--- config.mk ---
export PLATFORM = sky130hd
export DESIGN_NAME = pcix_capability_status_regs
export DESIGN_NICKNAME = d
export VERILOG_FILES = /design/src/pcix_status_pkg.sv /design/src/pcix_capability_status_regs.sv
export SDC_FILE = /design/constraint.sdc
export NUM_CORES = 1
export LEC_CHECK = 0
export BUFFER_PORTS_ARGS = -buffer_cell sky130_fd_sc_hd__buf_2
export CORE_MARGIN = 8
export CORE_UTILIZATION = 39
export DETAILED_ROUTE_END_ITERATION = 8
export PLACE_DENSITY = 0.8
export SETUP_SLACK_MARGIN = 0.2
export SKIP_LAST_GASP = 1
export SYNTH_ARGS = -nofsm -noshare
export SYNTH_HDL_FRONTEND = slang
export SYNTH_SLANG_ARGS = --single-unit
--- constraint.sdc ---
create_clock -name mclk -period 1.9 [get_ports mclk]
set_input_delay 0.095 -clock mclk [delete_from_list [all_inputs] [get_ports mclk]]
set_output_delay 0.095 -clock mclk [all_outputs]
set_load 0.01 [all_outputs]
--- src/pcix_status_pkg.sv ---
// constants and carriers for the secondary capability and bridge split status registers
package pcix_status_pkg;

	// register byte offsets on the apb window
	localparam logic [11:0] CAP_STAT_OFS  = 12'h080;
	localparam logic [11:0] BRDG_STAT_OFS = 12'h084;
	localparam logic [11:0] IRQ_STAT_OFS  = 12'h090;
	localparam logic [11:0] IRQ_MASK_OFS  = 12'h094;

	// shared field positions of both status words
	localparam int unsigned REQ_DELAY_BIT   = 21;
	localparam int unsigned OVERRUN_BIT     = 20;
	localparam int unsigned UNEXPECTED_BIT  = 19;
	localparam int unsigned DISCARDED_BIT   = 18;
	localparam int unsigned FAST_CLOCK_BIT  = 17;
	localparam int unsigned WIDE_BUS_BIT    = 16;
	localparam int unsigned NEXT_LINK_LSB   = 8;
	localparam int unsigned CAPABILITY_IDENTIFIER_LSB      = 0;
	localparam int unsigned BUS_NUM_LSB     = 8;
	localparam int unsigned CAPTURED_DEVICE_NUMBER_LSB     = 3;
	localparam int unsigned CAPTURED_FUNCTION_NUMBER_LSB    = 0;
	localparam int unsigned FLAG_STRB_LANE  = 2;
	localparam int unsigned IRQ_STRB_LANE   = 0;

	// hardwired field values
	localparam logic       FAST_CLOCK_VAL   = 1'b1;
	localparam logic       WIDE_BUS_VAL     = 1'b1;
	localparam logic [7:0] NEXT_LINK_VAL    = 8'hA0;
	localparam logic [7:0] CAPABILITY_IDENTIFIER_VAL       = 8'h07;
	localparam logic [4:0] OWN_CAPTURED_DEVICE_NUMBER      = 5'h00;
	localparam logic [2:0] OWN_CAPTURED_FUNCTION_NUMBER     = 3'h0;
	localparam logic [4:0] DEV_RESET        = 5'h00;
	localparam logic [2:0] FUNC_RESET       = 3'h0;

	// interrupt status and mask layout
	localparam int unsigned IRQ_W           = 3;
	localparam int unsigned IRQ_SPLIT_UNEXP = 0;
	localparam int unsigned IRQ_DISCARD     = 1;
	localparam int unsigned IRQ_UP_UNEXP    = 2;
	localparam logic [IRQ_W-1:0] IRQ_RESET  = 3'h0;

	// unexpected split completion seen on the secondary bus
	typedef struct packed {
		logic       unexpected;
		logic [7:0] bus;
		logic [4:0] dev;
		logic [2:0] func;
	} split_cpl_t;

	// end of a split completion started by the bridge
	typedef struct packed {
		logic done;
		logic masterAbort;
		logic targetAbort;
	} cpl_end_t;

	// type 0 configuration write arriving from upstream
	typedef struct packed {
		logic       valid;
		logic [4:0] dev;
		logic [2:0] func;
	} cfg_wr_t;

endpackage

--- src/pcix_capability_status_regs.sv ---
// split status flags, hardwired capability fields and apb register slave
//
// Functional notes
// RL1: flag bit 19 on unexpected split completion addressed to own secondary requester ID.
// RL2: aborted bridge split completion is discarded and sets capability-status bit 18.
// RL3: capability-status bit 17 always reads 1; writes ignored.
// RL4: capability-status bit 16 reports 64-bit secondary bus, reads 1.
// RL5: capability-status bits 15:8 read fixed link value A0.
// RL6: capability-status bits 7:0 read fixed identifier 07.
// RL7: bridge-status bit 21 is unsupported and always reads 0.
// RL8: bridge-status bit 20 is unsupported and always reads 0.
// RL9: bridge-status bit 19 set by unexpected upstream completion, cleared writing one.
// RL10: bridge-status bit 18 always reads 0, writes ignored.
// RL11: every type 0 config write captures its device number into bits 7:3.
// RL12: completer ID built from bus, device, function; function resets to zero.
// RL13: reserved bits read zero; writing zero leaves sticky flags untouched.
//
// The APB register port was decided locally.
`timescale 1ns/1ps

module pcix_capability_status_regs
	import pcix_status_pkg::*;
(
	// clock and reset
	input  wire logic        mclk,
	input  wire logic        sys_rst,
	// apb slave
	input  wire logic        psel,
	input  wire logic        penable,
	input  wire logic        pwrite,
	input  wire logic [11:0] paddr,
	input  wire logic [31:0] pwdata,
	input  wire logic [3:0]  pstrb,
	output logic             pready,
	output logic [31:0]      prdata,
	output logic             pslverr,
	// bridge core events
	input  wire split_cpl_t  splitCpl,
	input  wire cpl_end_t    cplEnd,
	input  wire logic        upstreamUnexpected,
	input  wire cfg_wr_t     cfgWr,
	// bus numbers held elsewhere in config space
	input  wire logic [7:0]  primaryBusNum,
	input  wire logic [7:0]  secondaryBusNum,
	// results
	output logic             cplDiscard,
	output logic [15:0]      completerId,
	output logic             irq
);

	// state
	logic             pready_r;
	logic             pready_nxt;
	logic [31:0]      prdata_r;
	logic [31:0]      prdata_nxt;
	logic             pslverr_r;
	logic             pslverr_nxt;
	logic             splitUnexp_r;
	logic             splitUnexp_nxt;
	logic             discarded_r;
	logic             discarded_nxt;
	logic             upUnexp_r;
	logic             upUnexp_nxt;
	logic [4:0]       devNum_r;
	logic [4:0]       devNum_nxt;
	logic [2:0]       funcNum_r;
	logic [2:0]       funcNum_nxt;
	logic [IRQ_W-1:0] irqStat_r;
	logic [IRQ_W-1:0] irqStat_nxt;
	logic [IRQ_W-1:0] irqMask_r;
	logic [IRQ_W-1:0] irqMask_nxt;
	logic             irq_r;
	logic             irq_nxt;
	logic             cplDiscard_r;
	logic             cplDiscard_nxt;
	logic [15:0]      completerId_r;
	logic [15:0]      completerId_nxt;

	// decoded events and bus strobes
	logic             splitHit;
	logic             discardHit;
	logic             accessPhase;
	logic             wrDone;
	logic             capClr;
	logic             discClr;
	logic             brdgClr;
	logic [IRQ_W-1:0] irqClr;
	logic [IRQ_W-1:0] irqEvents;
	logic [31:0]      capWord;
	logic [31:0]      brdgWord;
	logic [31:0]      readMux;
	logic             mapped;

	// event qualification; requester ID must be our own secondary identity
	always_comb
	begin
		splitHit   = splitCpl.unexpected && (splitCpl.bus == secondaryBusNum)
			&& (splitCpl.dev == OWN_CAPTURED_DEVICE_NUMBER) && (splitCpl.func == OWN_CAPTURED_FUNCTION_NUMBER); // RL1
		discardHit = cplEnd.done && (cplEnd.masterAbort || cplEnd.targetAbort); // RL2
		irqEvents  = '0;
		irqEvents[IRQ_SPLIT_UNEXP] = splitHit;
		irqEvents[IRQ_DISCARD]     = discardHit;
		irqEvents[IRQ_UP_UNEXP]    = upstreamUnexpected;
	end

	// bus strobes; a write lands only on the edge where pready is seen high
	always_comb
	begin
		accessPhase = psel && penable && !pready_r;
		wrDone      = psel && penable && pready_r && pwrite;
		capClr      = wrDone && (paddr == CAP_STAT_OFS) && pstrb[FLAG_STRB_LANE]
			&& pwdata[UNEXPECTED_BIT];
		discClr     = wrDone && (paddr == CAP_STAT_OFS) && pstrb[FLAG_STRB_LANE]
			&& pwdata[DISCARDED_BIT]; // RL2
		brdgClr     = wrDone && (paddr == BRDG_STAT_OFS) && pstrb[FLAG_STRB_LANE]
			&& pwdata[UNEXPECTED_BIT];
		irqClr      = (wrDone && (paddr == IRQ_STAT_OFS) && pstrb[IRQ_STRB_LANE])
			? pwdata[IRQ_W-1:0] : '0;
	end

	// read words; every bit not named below stays zero
	always_comb
	begin
		capWord = '0; // RL13
		capWord[UNEXPECTED_BIT] = splitUnexp_r; // RL1
		capWord[DISCARDED_BIT]  = discarded_r; // RL2
		capWord[FAST_CLOCK_BIT] = FAST_CLOCK_VAL; // RL3
		capWord[WIDE_BUS_BIT]   = WIDE_BUS_VAL; // RL4
		capWord[NEXT_LINK_LSB +: 8] = NEXT_LINK_VAL; // RL5
		capWord[CAPABILITY_IDENTIFIER_LSB +: 8]    = CAPABILITY_IDENTIFIER_VAL; // RL6
		brdgWord = '0; // RL7 RL8 RL10 RL13
		brdgWord[UNEXPECTED_BIT]   = upUnexp_r; // RL9
		brdgWord[BUS_NUM_LSB +: 8] = primaryBusNum;
		brdgWord[CAPTURED_DEVICE_NUMBER_LSB +: 5] = devNum_r; // RL11
		brdgWord[CAPTURED_FUNCTION_NUMBER_LSB +: 3] = funcNum_r; // RL12
		mapped  = 1'b1;
		readMux = '0;
		unique case (paddr)
			CAP_STAT_OFS:  readMux = capWord;
			BRDG_STAT_OFS: readMux = brdgWord;
			IRQ_STAT_OFS:  readMux[IRQ_W-1:0] = irqStat_r;
			IRQ_MASK_OFS:  readMux[IRQ_W-1:0] = irqMask_r;
			default:       mapped = 1'b0;
		endcase
	end

	// apb answer: one wait state so every output leaves a flip-flop
	always_comb
	begin
		pready_nxt  = accessPhase;
		prdata_nxt  = (accessPhase && !pwrite) ? readMux : '0;
		pslverr_nxt = accessPhase && !mapped;
	end

	always_ff @(posedge mclk)
	begin
		if (sys_rst)
		begin
			pready_r  <= 1'b0;
			prdata_r  <= '0;
			pslverr_r <= 1'b0;
		end
		else
		begin
			pready_r  <= pready_nxt;
			prdata_r  <= prdata_nxt;
			pslverr_r <= pslverr_nxt;
		end
	end

	// sticky flags; a set in the clearing cycle wins over the clear
	always_comb
	begin
		splitUnexp_nxt = splitHit || (splitUnexp_r && !capClr); // RL1 RL13
		discarded_nxt  = discardHit || (discarded_r && !discClr); // RL2 RL13
		upUnexp_nxt    = upstreamUnexpected || (upUnexp_r && !brdgClr); // RL9 RL13
		irqStat_nxt    = irqEvents | (irqStat_r & ~irqClr);
		irqMask_nxt    = (wrDone && (paddr == IRQ_MASK_OFS) && pstrb[IRQ_STRB_LANE])
			? pwdata[IRQ_W-1:0] : irqMask_r;
		irq_nxt        = |(irqStat_nxt & irqMask_nxt);
		cplDiscard_nxt = discardHit; // RL2
	end

	always_ff @(posedge mclk)
	begin
		if (sys_rst)
		begin
			splitUnexp_r <= 1'b0;
			discarded_r  <= 1'b0;
			upUnexp_r    <= 1'b0;
			irqStat_r    <= IRQ_RESET;
			irqMask_r    <= IRQ_RESET;
			irq_r        <= 1'b0;
			cplDiscard_r <= 1'b0;
		end
		else
		begin
			splitUnexp_r <= splitUnexp_nxt;
			discarded_r  <= discarded_nxt;
			upUnexp_r    <= upUnexp_nxt;
			irqStat_r    <= irqStat_nxt;
			irqMask_r    <= irqMask_nxt;
			irq_r        <= irq_nxt;
			cplDiscard_r <= cplDiscard_nxt;
		end
	end

	// identity capture; any type 0 write updates it, whatever register it targets
	always_comb
	begin
		devNum_nxt  = cfgWr.valid ? cfgWr.dev : devNum_r; // RL11
		funcNum_nxt = cfgWr.valid ? cfgWr.func : funcNum_r; // RL12
		completerId_nxt = {primaryBusNum, devNum_nxt, funcNum_nxt}; // RL12
	end

	always_ff @(posedge mclk)
	begin
		if (sys_rst)
		begin
			devNum_r      <= DEV_RESET;
			funcNum_r     <= FUNC_RESET;
			completerId_r <= '0;
		end
		else
		begin
			devNum_r      <= devNum_nxt;
			funcNum_r     <= funcNum_nxt;
			completerId_r <= completerId_nxt;
		end
	end

	// outputs straight from flip-flops
	assign pready      = pready_r;
	assign prdata      = prdata_r;
	assign pslverr     = pslverr_r;
	assign irq         = irq_r;
	assign cplDiscard  = cplDiscard_r;
	assign completerId = completerId_r;
endmodule

==> results_dict.tcl <==
set metrics [dict create \
    syn_inst 187 \
    yosysTopAreaCellShare 0.509 \
    totalWireLength_mm 5.08 \
    peakVddDrop_uv 338 \
    critical_path_arrival_ns 1.93 \
    drv_cap 0 \
    cts_inserted_buffers 5 \
    setup_ws_ns 0.210 \
    cts_sinks 48 \
    synth-seq-cells 48 \
    fp.dieW_um 85.6 \
    row_count 25 \
    hold_path.class "in -> reg" \
    crit_fanout 6 \
    cts_tree "built" \
    dp_cells 345 \
    fmax_ghz 0.592 \
    setup_violations 0 \
    crit_required_ns 2.14 \
    synth_ff_type "dfxtp_1" \
    fin_worst_skew_ns 0.00168 \
    vias 1671 \
    pwr_density_cell_mw_per_mm2 727 \
    pwr-share-comb 0.114 \
    postSynthAreaPerCell_um2 10.1 \
    ctsRootBufferMaster "clkbuf_8" \
    pin_count 151 \
    fill_cells 440 \
    ys_types 37 \
    final-instance-count-excl-fill 354 \
    pwr-share-clk 0.325 \
    syn_area_mm2 0.00189 \
    antenna_found_initial 0 \
    crit_type "reg -> reg" \
    grt_use_total 0.135 \
    clock_path_buffers 2 \
    grt_overflow_total 0 \
    tns_ns 0 \
    power.internal_uw 1430 \
    seq_power_share 0.561 \
    n_antenna_cell 0 \
    slew_violations 0 \
    first_global_vias 1793 \
    dp_slack_ns -0.0755 \
    io_buffers 109 \
    area_growth_pct 36.1 \
    drive_gt1_frac 0.443 \
    hold_viol 0 \
    p_leak_uw 0.00127 \
    end_kind "register" \
    vias_per_cell 4.72 \
    finalCritPeriodShare 0.889 \
    cts_htree_levels 2 \
    status "finished clean" \
    grt_pass1_wl_mm 7.95 \
    synthArstFlopShare 0 \
    cp-start-kind "register" \
    synth.area.top_cells "dfxtp_1 (51%), mux2i_1 (6.9%), buf_4 (5.2%)" \
    p_switching_uw 435 \
    nNetsFinal 398 \
    ant_nets 0 \
    place_hpwl_mm 4.15 \
    dieArea_mm2 0.00732 \
    min_period_ns 1.69 \
    grt_max_degree 31 \
    drt_iter0_markers 84 \
    clock_latency_ns 0.29 \
    synth_edf_count 0 \
    drtPass1Iterations 4 \
    post-route-drc-count 0 \
    start_util 0.402 \
    swShare 0.233 \
    yosys_warnings 0 \
    final_core_util 0.547 \
    seq_area_frac_synth 0.509 \
    wl_per_cell_um 14.3 \
    synth_top_area_cell "dfxtp_1" \
    globalplace.congestion 0.750 \
    core_mm2 0.00469 \
    grt_setup_unrepaired "yes" \
    clkSlewWorstSetupHoldPaths_ns 0.08 \
    die_h_um 85.6 \
]
[state kept, by name, indices dropped and copies added, names as in the netlist]
register,count
completerId,10
funcNum_r,2
irqStat_r,3
irqMask_r,3
devNum_r,4
pready,1
irq,1
upUnexp_r,1
cplDiscard,1
discarded_r,1
prdata,19
pslverr,1
splitUnexp_r,1
[what timing repair did]
item,CTS,global route
pin swaps,0,1
resized for setup,6,1
hold buffers,0,0
endpoints found under the setup margin,12,11
buffers inserted,0,1
[power groups by stage]
stage	registers [uW]	clock network (uW)	logic, uW
floorplan	1080	0	103
global placement	1070	0	205
detailed placement	1070	0	212
CTS	1050	624	215
global route	1050	672	238
finish	1050	608	213
[placed cells by master (no fill, tap or decap), drive strengths merged, types with 2 or more instances in the layout]
master,n
mux2i,13
nor4,4
dfxtp,48
conb,12
buf,114
xor2,8
a211oi,3
and2,13
a21oi,8
o21ai,3
nand2b,5
nor2,17
nand3,4
nor3,7
nand2,5
clkbuf,7
o41ai,2
o31ai,2
or4,2
nor2b,8
inv,5
[critical path, cell delays in order (launching register included)]
cell,delay (ns)
dfxtp_2,0.36
and4_4,0.23
nand3_4,0.12
or4_4,0.46
a2111oi_4,0.31
a221o_1,0.15
[area by class of cell]
| class | count | area (um2) | share of cell area |
|---|---|---|---|
| clock buffer | 7 | 86.3 | 0.0336 |
| clock inverter | 1 | 7.51 | 0.00292 |
| inverter | 5 | 18.8 | 0.00731 |
| multi-input combinational | 125 | 843 | 0.328 |
| sequential | 48 | 962 | 0.375 |
| tap | 54 | 67.6 | 0.0263 |
| timing repair buffer | 114 | 583 | 0.227 |
[synthesized netlist by cell type (2+ instances only)]
cell,n
nor2b_1,8
nor4_1,3
clkbuf_1,3
nand2b_1,5
nor2_1,17
o41ai_2,2
mux2i_1,13
nor3_1,7
a21oi_1,8
buf_2,3
nand3_1,3
nand2_1,5
a211oi_1,3
inv_1,5
xor2_1,8
buf_4,13
dfxtp_1,48
and2_1,13
o21ai_1,2
[per-stage QoR]
| stage | instance area (um2) | total power [uW] | hold WS, ns |
|---|---|---|---|
| floorplan | 1930 | 1180 | 0.191 |
| global placement | 2440 | 1270 | 0.305 |
| detailed placement | 2440 | 1280 | 0.310 |
| CTS | 2560 | 1890 | 0.00608 |
| global route | 2570 | 1960 | 0.00481 |
| finish | 2570 | 1870 | 0.0100 |
[routing by layer]
metal / vias to the layer above / track usage / wire length, um / share of wire
met1: 749 / 0.136 / 1990 / 0.39
li1: 832 / - / - / -
met3: 9 / 0.0554 / 498 / 0.098
met5: - / 0 / 0 / 0
met4: 0 / 0.0510 / 78 / 0.015
met2: 81 / 0.241 / 2510 / 0.50
[cells by family after synthesis]
family,after synthesis,share of synthesized area
buffers and inverters,25,0.0775
flip-flops,48,0.509
multiplexers,13,0.0689
AND/OR/NAND/NOR,71,0.213
AO/OA/AOI/OAI,21,0.0928
XOR/XNOR,8,0.0371
other,1,0.00199
[worst paths after layout]
check / endpoint / startpoint / slack (ns) / cells past startpoint
setup / recovery: irq$_SDFF_PP0_ / pready$_SDFF_PP0_ / 0.21 / 5
hold / removal: prdata[8]$_SDFF_PP0_ / primaryBusNum[0] / 0.01 / 2
setup reg to reg: irq$_SDFF_PP0_ / pready$_SDFF_PP0_ / 0.21 / 5
hold reg to reg: pready$_SDFF_PP0_ / pready$_SDFF_PP0_ / 0.45 / 1
Note: power is estimated with default switching activity, not from simulation.
